File: src/include/mcs_pkg.sv
// constants, register map and state layout of the monitor register bank
// assumes a 10 MHz core clock; times are printed in ns and converted here
package mcs_pkg;

  // register pointers and reset values
  localparam logic [7:0]  PTR_CONFIG    = 8'h00;
  localparam logic [7:0]  PTR_SHUNT     = 8'h01;
  localparam logic [15:0] CONFIG_RESET  = 16'h399F;
  localparam logic [15:0] SHUNT_RESET   = 16'h0000;

  // configuration field positions
  localparam int CFG_RST_BIT     = 15;
  localparam int CFG_SPARE_BIT   = 14;
  localparam int CFG_RANGE_BIT   = 13;
  localparam int CFG_GAIN_HI     = 12;
  localparam int CFG_GAIN_LO     = 11;
  localparam int CFG_BUSCONV_HI  = 10;
  localparam int CFG_BUSCONV_LO  = 7;
  localparam int CFG_SHCONV_HI   = 6;
  localparam int CFG_SHCONV_LO   = 3;
  localparam int CFG_MODE_HI     = 2;
  localparam int CFG_MODE_LO     = 0;

  // full scale at gain 1, in 10 uV counts; doubled per gain step
  localparam logic [16:0] FS_GAIN1 = 17'h00FA0;

  // conversion times
  localparam int CLK_PERIOD_NS = 100;
  localparam int T_9BIT_NS     = 84000;
  localparam int T_10BIT_NS    = 148000;
  localparam int T_11BIT_NS    = 276000;
  localparam int T_12BIT_NS    = 532000;
  localparam int T_AVG2_NS     = 1060000;
  localparam int T_AVG4_NS     = 2130000;
  localparam int T_AVG8_NS     = 4260000;
  localparam int T_AVG16_NS    = 8510000;
  localparam int T_AVG32_NS    = 17020000;
  localparam int T_AVG64_NS    = 34050000;
  localparam int T_AVG128_NS   = 68100000;
  localparam int CYC_9BIT   = (T_9BIT_NS + CLK_PERIOD_NS - 1) / CLK_PERIOD_NS;
  localparam int CYC_10BIT  = (T_10BIT_NS + CLK_PERIOD_NS - 1) / CLK_PERIOD_NS;
  localparam int CYC_11BIT  = (T_11BIT_NS + CLK_PERIOD_NS - 1) / CLK_PERIOD_NS;
  localparam int CYC_12BIT  = (T_12BIT_NS + CLK_PERIOD_NS - 1) / CLK_PERIOD_NS;
  localparam int CYC_AVG2   = (T_AVG2_NS + CLK_PERIOD_NS - 1) / CLK_PERIOD_NS;
  localparam int CYC_AVG4   = (T_AVG4_NS + CLK_PERIOD_NS - 1) / CLK_PERIOD_NS;
  localparam int CYC_AVG8   = (T_AVG8_NS + CLK_PERIOD_NS - 1) / CLK_PERIOD_NS;
  localparam int CYC_AVG16  = (T_AVG16_NS + CLK_PERIOD_NS - 1) / CLK_PERIOD_NS;
  localparam int CYC_AVG32  = (T_AVG32_NS + CLK_PERIOD_NS - 1) / CLK_PERIOD_NS;
  localparam int CYC_AVG64  = (T_AVG64_NS + CLK_PERIOD_NS - 1) / CLK_PERIOD_NS;
  localparam int CYC_AVG128 = (T_AVG128_NS + CLK_PERIOD_NS - 1) / CLK_PERIOD_NS;
  localparam int TIMER_W    = 20;

  // write byte sequence: pointer, upper byte, lower byte, then ignore
  localparam logic [1:0] WR_PTR  = 2'd0;
  localparam logic [1:0] WR_MSB  = 2'd1;
  localparam logic [1:0] WR_LSB  = 2'd2;
  localparam logic [1:0] WR_DONE = 2'd3;

  typedef enum logic [2:0] {
    PH_IDLE  = 3'b001,
    PH_SHUNT = 3'b010,
    PH_BUS   = 3'b100
  } mcs_phase_type;

  typedef struct packed {
    logic [15:0]          cfg;
    logic [15:0]          shunt;
    logic [7:0]           ptr;
    logic [1:0]           wr_cnt;
    logic [7:0]           msb_hold;
    logic                 rd_lsb;
    logic [7:0]           rd_byte;
    mcs_phase_type        phase;
    logic [TIMER_W-1:0]   timer;
    logic                 restart;
  } mcs_state_type;

  localparam mcs_state_type STATE_RESET = '{
    cfg:      CONFIG_RESET,
    shunt:    SHUNT_RESET,
    ptr:      PTR_CONFIG,
    wr_cnt:   WR_DONE,
    msb_hold: 8'h00,
    rd_lsb:   1'b0,
    rd_byte:  8'h00,
    phase:    PH_IDLE,
    timer:    20'h00000,
    restart:  1'b1
  };

endpackage

File: src/design/mcs_monitor_regs.sv
// configuration and shunt result registers of the current monitor
// assumes a two-wire slave engine in front that delivers decoded bytes,
// and an analog front end that presents a signed shunt sample in 10 uV counts
// a config write commits on its lower byte; the 4 us read-back gap is the host's
// the shunt result reads zero until the first conversion ends
`timescale 1ns/10ps
module mcs_monitor_regs
  import mcs_pkg::*;
#(
  parameter int CYC_12BIT_P  = mcs_pkg::CYC_12BIT,
  parameter int CYC_AVG2_P   = mcs_pkg::CYC_AVG2,
  parameter int CYC_AVG4_P   = mcs_pkg::CYC_AVG4,
  parameter int CYC_AVG8_P   = mcs_pkg::CYC_AVG8,
  parameter int CYC_AVG16_P  = mcs_pkg::CYC_AVG16,
  parameter int CYC_AVG32_P  = mcs_pkg::CYC_AVG32,
  parameter int CYC_AVG64_P  = mcs_pkg::CYC_AVG64,
  parameter int CYC_AVG128_P = mcs_pkg::CYC_AVG128
)
(
  // clock and reset
  input  wire logic               clk_in,
  input  wire logic               sys_rst_in,
  // byte stream from the two-wire slave engine
  input  wire logic               wr_start_in,
  input  wire logic               wr_byte_valid_in,
  input  wire logic [7:0]         wr_byte_in,
  input  wire logic               rd_start_in,
  input  wire logic               rd_byte_req_in,
  input  wire logic               gen_call_rst_in,
  output logic [7:0]              rd_byte_out,
  // analog front end
  input  wire logic signed [16:0] shunt_sample_in,
  output logic                    shunt_conv_out,
  output logic                    bus_conv_out,
  output logic                    bus_range_select_out,
  output logic [1:0]              shunt_gain_field_out,
  output logic [3:0]              bus_conversion_setting_out,
  output logic [3:0]              shunt_conversion_setting_out,
  output logic [2:0]              op_mode_out
);
  import mcs_pkg::*;

  mcs_state_type state_reg;
  mcs_state_type state_next;

  // conversion length for one 4-bit setting
  function automatic logic [TIMER_W-1:0] conv_cycles(input logic [3:0] code);
    int n;
    n = CYC_12BIT_P;
    if (!code[3])
    begin
      case (code[1:0])
        2'b00:   n = CYC_9BIT;
        2'b01:   n = CYC_10BIT;
        2'b10:   n = CYC_11BIT;
        default: n = CYC_12BIT_P;
      endcase
    end
    else
    begin
      case (code[2:0])
        3'b000:  n = CYC_12BIT_P;
        3'b001:  n = CYC_AVG2_P;
        3'b010:  n = CYC_AVG4_P;
        3'b011:  n = CYC_AVG8_P;
        3'b100:  n = CYC_AVG16_P;
        3'b101:  n = CYC_AVG32_P;
        3'b110:  n = CYC_AVG64_P;
        default: n = CYC_AVG128_P;
      endcase
    end
    return TIMER_W'(n);
  endfunction

  // clamp a sample for the selected gain and narrow it to 16 bits
  function automatic logic [15:0] clamp_shunt(input logic signed [16:0] s,
                                              input logic [1:0] gain);
    logic signed [16:0] fs;
    logic signed [16:0] r;
    fs = $signed(FS_GAIN1 << gain);
    r  = s;
    if (s > fs)
    begin
      r = fs;
    end
    else if (s < -fs)
    begin
      r = -fs;
    end
    return r[15:0];
  endfunction

  // conversion length of each phase for a configuration word
  function automatic logic [TIMER_W-1:0] bus_cycles(input logic [15:0] cfg);
    return conv_cycles(cfg[CFG_BUSCONV_HI:CFG_BUSCONV_LO]);
  endfunction

  function automatic logic [TIMER_W-1:0] shunt_cycles(input logic [15:0] cfg);
    return conv_cycles(cfg[CFG_SHCONV_HI:CFG_SHCONV_LO]);
  endfunction

  logic [2:0]  mode;
  logic [15:0] word_sel;
  logic [15:0] new_cfg;

  assign mode = state_reg.cfg[CFG_MODE_HI:CFG_MODE_LO];

  always_comb
  begin
    state_next = state_reg;
    new_cfg    = {state_reg.msb_hold, wr_byte_in};
    // pointers other than the two registers read as zero
    word_sel   = 16'h0000;
    if (state_reg.ptr == PTR_CONFIG)
    begin
      word_sel = state_reg.cfg;
    end
    else if (state_reg.ptr == PTR_SHUNT)
    begin
      word_sel = state_reg.shunt;
    end

    // conversion sequencer: shunt phase, then bus phase, as the mode bits ask
    // a config write parks it and restarts it, so no phase ever runs under
    // a setting other than the one it was started with
    if (state_reg.restart)
    begin
      state_next.restart = 1'b0;
      if (mode[0])
      begin
        state_next.phase = PH_SHUNT;
        state_next.timer = shunt_cycles(state_reg.cfg);
      end
      else if (mode[1])
      begin
        state_next.phase = PH_BUS;
        state_next.timer = bus_cycles(state_reg.cfg);
      end
      else
      begin
        state_next.phase = PH_IDLE;
      end
    end
    else if (state_reg.phase != PH_IDLE && state_reg.timer > 20'h00001)
    begin
      state_next.timer = state_reg.timer - 20'h00001;
    end
    else
    begin
      case (state_reg.phase)
        PH_SHUNT:
        begin
          state_next.shunt = clamp_shunt(shunt_sample_in,
                               state_reg.cfg[CFG_GAIN_HI:CFG_GAIN_LO]);
          if (mode[1])
          begin
            state_next.phase = PH_BUS;
            state_next.timer = bus_cycles(state_reg.cfg);
          end
          else if (mode[2])
          begin
            // shunt-only continuous reloads with no idle cycle between rounds
            state_next.timer = shunt_cycles(state_reg.cfg);
          end
          else
          begin
            state_next.phase = PH_IDLE;
          end
        end
        PH_BUS:
        begin
          if (mode[2])
          begin
            state_next.restart = 1'b1;
            state_next.phase   = PH_IDLE;
          end
          else
          begin
            state_next.phase = PH_IDLE;
          end
        end
        PH_IDLE:
        begin
          state_next.phase = PH_IDLE;
        end
        default:
        begin
          state_next.phase = PH_IDLE;
        end
      endcase
    end

    // read side: upper byte first, then lower, alternating
    if (rd_start_in)
    begin
      state_next.rd_lsb = 1'b0;
    end
    else if (rd_byte_req_in)
    begin
      state_next.rd_byte = state_reg.rd_lsb ? word_sel[7:0] : word_sel[15:8];
      state_next.rd_lsb  = ~state_reg.rd_lsb;
    end

    // write side: pointer, upper byte, lower byte
    if (wr_start_in)
    begin
      state_next.wr_cnt = WR_PTR;
    end
    else if (wr_byte_valid_in)
    begin
      case (state_reg.wr_cnt)
        WR_PTR:
        begin
          state_next.ptr    = wr_byte_in;
          state_next.wr_cnt = WR_MSB;
          state_next.rd_lsb = 1'b0;
        end
        WR_MSB:
        begin
          state_next.msb_hold = wr_byte_in;
          state_next.wr_cnt   = WR_LSB;
        end
        WR_LSB:
        begin
          state_next.wr_cnt = WR_DONE;
          // the shunt result is read-only, other pointers hold nothing
          if (state_reg.ptr == PTR_CONFIG)
          begin
            if (new_cfg[CFG_RST_BIT])
            begin
              state_next = STATE_RESET;
            end
            else
            begin
              // spare bit 14 stores as written
              state_next.cfg     = new_cfg;
              state_next.restart = 1'b1;
              // drop a phase begun under the old setting
              state_next.phase   = PH_IDLE;
            end
          end
        end
        default:
        begin
          state_next.wr_cnt = WR_DONE;
        end
      endcase
    end

    if (gen_call_rst_in)
    begin
      state_next = STATE_RESET;
    end
  end

  always_ff @(posedge clk_in)
  begin
    if (sys_rst_in)
    begin
      state_reg <= STATE_RESET;
    end
    else
    begin
      state_reg <= state_next;
    end
  end

  assign rd_byte_out                  = state_reg.rd_byte;
  assign shunt_conv_out               = (state_reg.phase == PH_SHUNT);
  assign bus_conv_out                 = (state_reg.phase == PH_BUS);
  assign bus_range_select_out         = state_reg.cfg[CFG_RANGE_BIT];
  assign shunt_gain_field_out         = state_reg.cfg[CFG_GAIN_HI:CFG_GAIN_LO];
  assign bus_conversion_setting_out   = state_reg.cfg[CFG_BUSCONV_HI:CFG_BUSCONV_LO];
  assign shunt_conversion_setting_out = state_reg.cfg[CFG_SHCONV_HI:CFG_SHCONV_LO];
  assign op_mode_out                  = mode;

endmodule

File: config.mk
export PLATFORM = sky130hd
export DESIGN_NAME = mcs_monitor_regs
export DESIGN_NICKNAME = d
export VERILOG_FILES = /design/src/include/mcs_pkg.sv /design/src/design/mcs_monitor_regs.sv
export SDC_FILE = /design/constraint.sdc
export NUM_CORES = 1
export LEC_CHECK = 0
export ABC_AREA = 1
export BUFFER_PORTS_ARGS = -buffer_cell sky130_fd_sc_hd__buf_2
export CORE_MARGIN = 10
export CORE_UTILIZATION = 50
export DETAILED_ROUTE_END_ITERATION = 16
export GPL_ROUTABILITY_DRIVEN = 0
export PLACE_DENSITY = 0.78
export SETUP_SLACK_MARGIN = 0.3
export SKIP_CTS_REPAIR_TIMING = 1
export SYNTH_ARGS = -nofsm -noshare
export SYNTH_HDL_FRONTEND = slang
export SYNTH_SLANG_ARGS = --single-unit
File: constraint.sdc
create_clock -name clk_in -period 2.9 [get_ports clk_in]
set_input_delay 0.58 -clock clk_in [delete_from_list [all_inputs] [get_ports clk_in]]
set_output_delay 0.58 -clock clk_in [all_outputs]
set_load 0.01 [all_outputs]
==> impl.org <==
** Synthesis
- Ranked by total cell area, the synthesized netlist is headed by dfxtp_1 (26%), nand2_1 (14%), a21oi_1 (7.9%).
- Counting distinct cell types in the post-synthesis netlist gives 50.
- The synthesized design spends more area on one cell type than any other, namely dfxtp_1.
- Synthesized net count :: a little over 1000
- The share of the Yosys chip area taken by registers is 26.4%.
- A synthesized cell averages 6.40 µm².
- By count the netlist is led by nand2_1 (235), a21oi_1 (98), inv_1 (96).
- Counting every instance in the synthesized netlist gives approximately 1000.
- Yosys reg bits :: 82
- Dominant synthesized flop cell :: dfxtp_1
- Number of warnings issued by yosys :: 0
- nand2_1 is the most common cell in the netlist.
- After synthesis the cells add up to 0.00622 mm².
- After synthesis, the largest area contributor takes up 26.4% of total cell area.
- Proportion of synthesized flip-flops having asynchronous set or reset :: 0%
- Number of enable-type register cells in the synthesized netlist :: 0

** STA
- Minimum clock period after layout :: between 2 and 2.5 ns
- Portion of the clock cycle consumed by the worst path in the final layout :: 81.0%
- The total count of hold-check failures in the final report came to 0.
- Setup violations remaining at the end of the flow were counted as 0.
- Transition time at the pin with the least slew margin :: 0.756 ns
- Setup slack closes at 0.552 ns.
- Setup tns final :: 0 ns
- Unrepaired setup endpoints after global routing :: no
- The clock arrives with 0.0101 ns of skew.
- The number of pins with negative max-slew slack in the final report was 0.
- Top achievable clock speed :: approximately 430 MHz
- Measured against its own limit, the worst slew margin works out to between 40 and 50%.

** Clock tree
- TritonCTS built the clock tree.
- In this run the clock root is driven by a clkbuf_16.
- Clock-pin slew was measured on the worst setup and hold paths at 0.06 ns.
- Clock tree sinks :: 82
- Clock latency of the later-clocked register in the worst-skew pair :: ~0.35 ns
- Total CTS buffers :: 9
- Htree depth :: 3
- The clock passes through at most 2 buffers.

** Final layout
- Flip-flop count of the largest register after layout :: 52
- Filler cells :: 1202
- Total area of multi-input combinational cells :: 0.00384 mm²
- Area growth from synthesis to layout :: 9.03%
- In the final layout, flip-flops and latches occupy about 0.0016 mm².
- Share of post-route cells with drive strength above 1 :: 14.7%
- Nets :: around 1100
- Diode count :: 0

** Floorplan
- The die is roughly 130 µm wide.
- Ports :: 56
- After floorplanning, the core was sized to cover 0.0121 mm².
- Number of placement rows :: 40
- Initial cell density of the core :: 51.4%
- Die Y-Extent :: 132 µm
- Area enclosed by the die boundary :: 0.0173 mm²

** Worst hold path
- HP Class :: in -> reg

** Power and ir drop
- For this design the static power due to leakage is about 0.0030 µW.
- Power spread over the standard cell area amounts to 422 mW/mm².
- Per report_power, the clock group accounts for around two fifths of the total.
- Part of the total power dissipated in sequential elements :: 41.5%
- In this run switching power makes up 31.9% of total power.
- Switching pwr :: approximately 900 µW
- Portion of total power attributed to combinational logic :: 19.2%
- The internal power of the cells totals 1950 µW.
- VDD sags by at most 0.000259 V.

** Route
- Antenna Nets Post-Route :: 0
- For this block, the initial DRC count from the detailed router was about 800.
- Total wire length :: 19300 µm
- The detailed router placed 6727 vias in this run.
- Number of DRC violations after detailed routing :: 0
- Post-detailed-route via-to-cell ratio :: 5.75
- Wirelength per Cell :: between 15 and 20 µm
- The first detailed-routing pass took 6 iterations.

** Global routing
- Global routing finished with a remaining overflow of 0.
- The first global-routing pass estimated 30800 µm of wire.
- The number of antenna violations at the first check in global routing is 0.
- Overall routing resource usage :: a little over a fifth
- Pin count of the biggest net entering global routing :: 27
- Via count of the first global-routing pass :: 5892

** Critical path
- Crit path cell chain :: ha_2 > inv_1 > ha_1 > nor3_2 > nor2b_1 > nand2_1 > nand3_4 > nand2_1 > inv_1 > nand2_1 > a21oi_1
- Reg-to-reg setup timing slack :: 0.55 ns
- The critical path is of the reg -> reg type.
- Data arrival time of the worst path :: 2.62 ns
- Crit-path max FO :: 11
- Nature of the critical path startpoint :: flop
- Worst path buffer plus inverter count :: 2
- The worst setup path is captured at a flop.
- Crit-path most repeated cell :: nand2_1
- At the worst endpoint, the required time is about 3.2 ns.
- Cell type group with the largest total delay on the critical path :: simple AND/OR/NAND/NOR gates
- Highest-delay cell along the critical path :: dfxtp_2
- Max stage delay on crit path :: around 0.4 ns

** Outcome
- The flow ran to the end, and the final reports show no timing, DRC or antenna violations.

** Placed design
- DP Worst Slack :: about 0.17 ns
- Post-DP HPWL :: 14500 µm
- Buffers added on ports :: 55

** Flow run
- Max-capacitance violation count :: 0
## cells by family (layout without fill, tap and decap cells)
logic type	Yosys count	in the layout	share of synthesized area, %
AOI/OAI and AO/OA	223	223	20.7
xor gates and xnor gates	12	12	1.69
adders and majority gates	29	29	5.83
buffers and inverters	162	192	12.4
DFF	82	82	26.4
and+or+nand+nor	464	464	32.9
## area by class of cell
type | count | share of cell area [%]
well taps | 168 | 3.10
repair buffers | 70 | 5.90
flip-flops and latches | 82 | 24.2
clock buffers | 10 | 3.52
inverters | 106 | 5.88
multi-input cells | 728 | 56.6
clock inverters | 6 | 0.738
## worst reg2reg max path, stage by stage (launching register included)
cell     delay (ns)
dfxtp_2        0.41
ha_2           0.24
inv_1          0.09
ha_1           0.34
nor3_2         0.25
nor2b_1        0.16
nand2_1        0.18
nand3_4        0.21
nand2_1        0.10
inv_1          0.11
nand2_1        0.06
a21oi_1        0.12
## through the flow
stage	cell area, µm²	total power (µW)	utilization, %	hold slack, ns	instances
floorplan	6220	1610	-	0.441	972
global placement	6420	1730	53.0	0.449	1151
detailed placement	6420	1740	53.0	0.455	1151
CTS	6710	2840	55.4	0.406	1167
global route	6780	2980	56.0	0.428	1170
finish	6780	2860	56.0	0.407	1170
## worst paths after layout
kind	from	end	depth (start not counted)
max	shunt_gain_field_out[1]$_SDFFE_PP1P_	state_reg[55]$_SDFF_PP0_	11
min	rd_start_in	state_reg[32]$_SDFF_PP0_	2
min reg2reg	new_cfg[11]$_SDFFE_PP0P_	new_cfg[11]$_SDFFE_PP0P_	2
max reg2reg	shunt_gain_field_out[1]$_SDFFE_PP1P_	state_reg[55]$_SDFF_PP0_	11
## placed cells by master, fill, tap and decap left out, types with 3 or more instances in the layout
cell type  instances
a21oi_1           97
nand4_1           17
nor2_1            89
a31oi_1            3
o21ai_1            8
xor2_1             7
nand3b_1           3
dfxtp_1           80
o22ai_1            5
nand3_1           82
o221ai_1           7
inv_1             94
nor3_1             5
o211ai_1          16
a21oi_2            3
o21ai_0           58
ha_1              26
o21a_1             3
clkbuf_16          9
nor2_2            14
nand2_1          235
inv_2             10
ha_2               3
xnor2_1            5
o21ai_2           11
buf_2             55
nand3_2            3
buf_4             14
nand2_4            3
## power by group through the flow
| stage | Sequential (µW) | Clock (µW) | Combinational [µW] |
|---|---|---|---|
| after global routing | 1190 | 1170 | 613 |
| after CTS | 1190 | 1130 | 527 |
| final | 1190 | 1120 | 551 |
| after floorplan | 1200 | 0 | 405 |
| after global placement | 1210 | 0 | 521 |
| after detailed placement | 1210 | 0 | 525 |
## metal layers
metal,wire (µm),track usage [%],vias to the layer above
met5,0,0,-
met4,376,6.67,0
met3,2220,4.99,35
met2,8290,31.1,373
met1,8400,29.6,3046
li1,-,-,3273
Note: power is estimated with default switching activity, not from simulation.
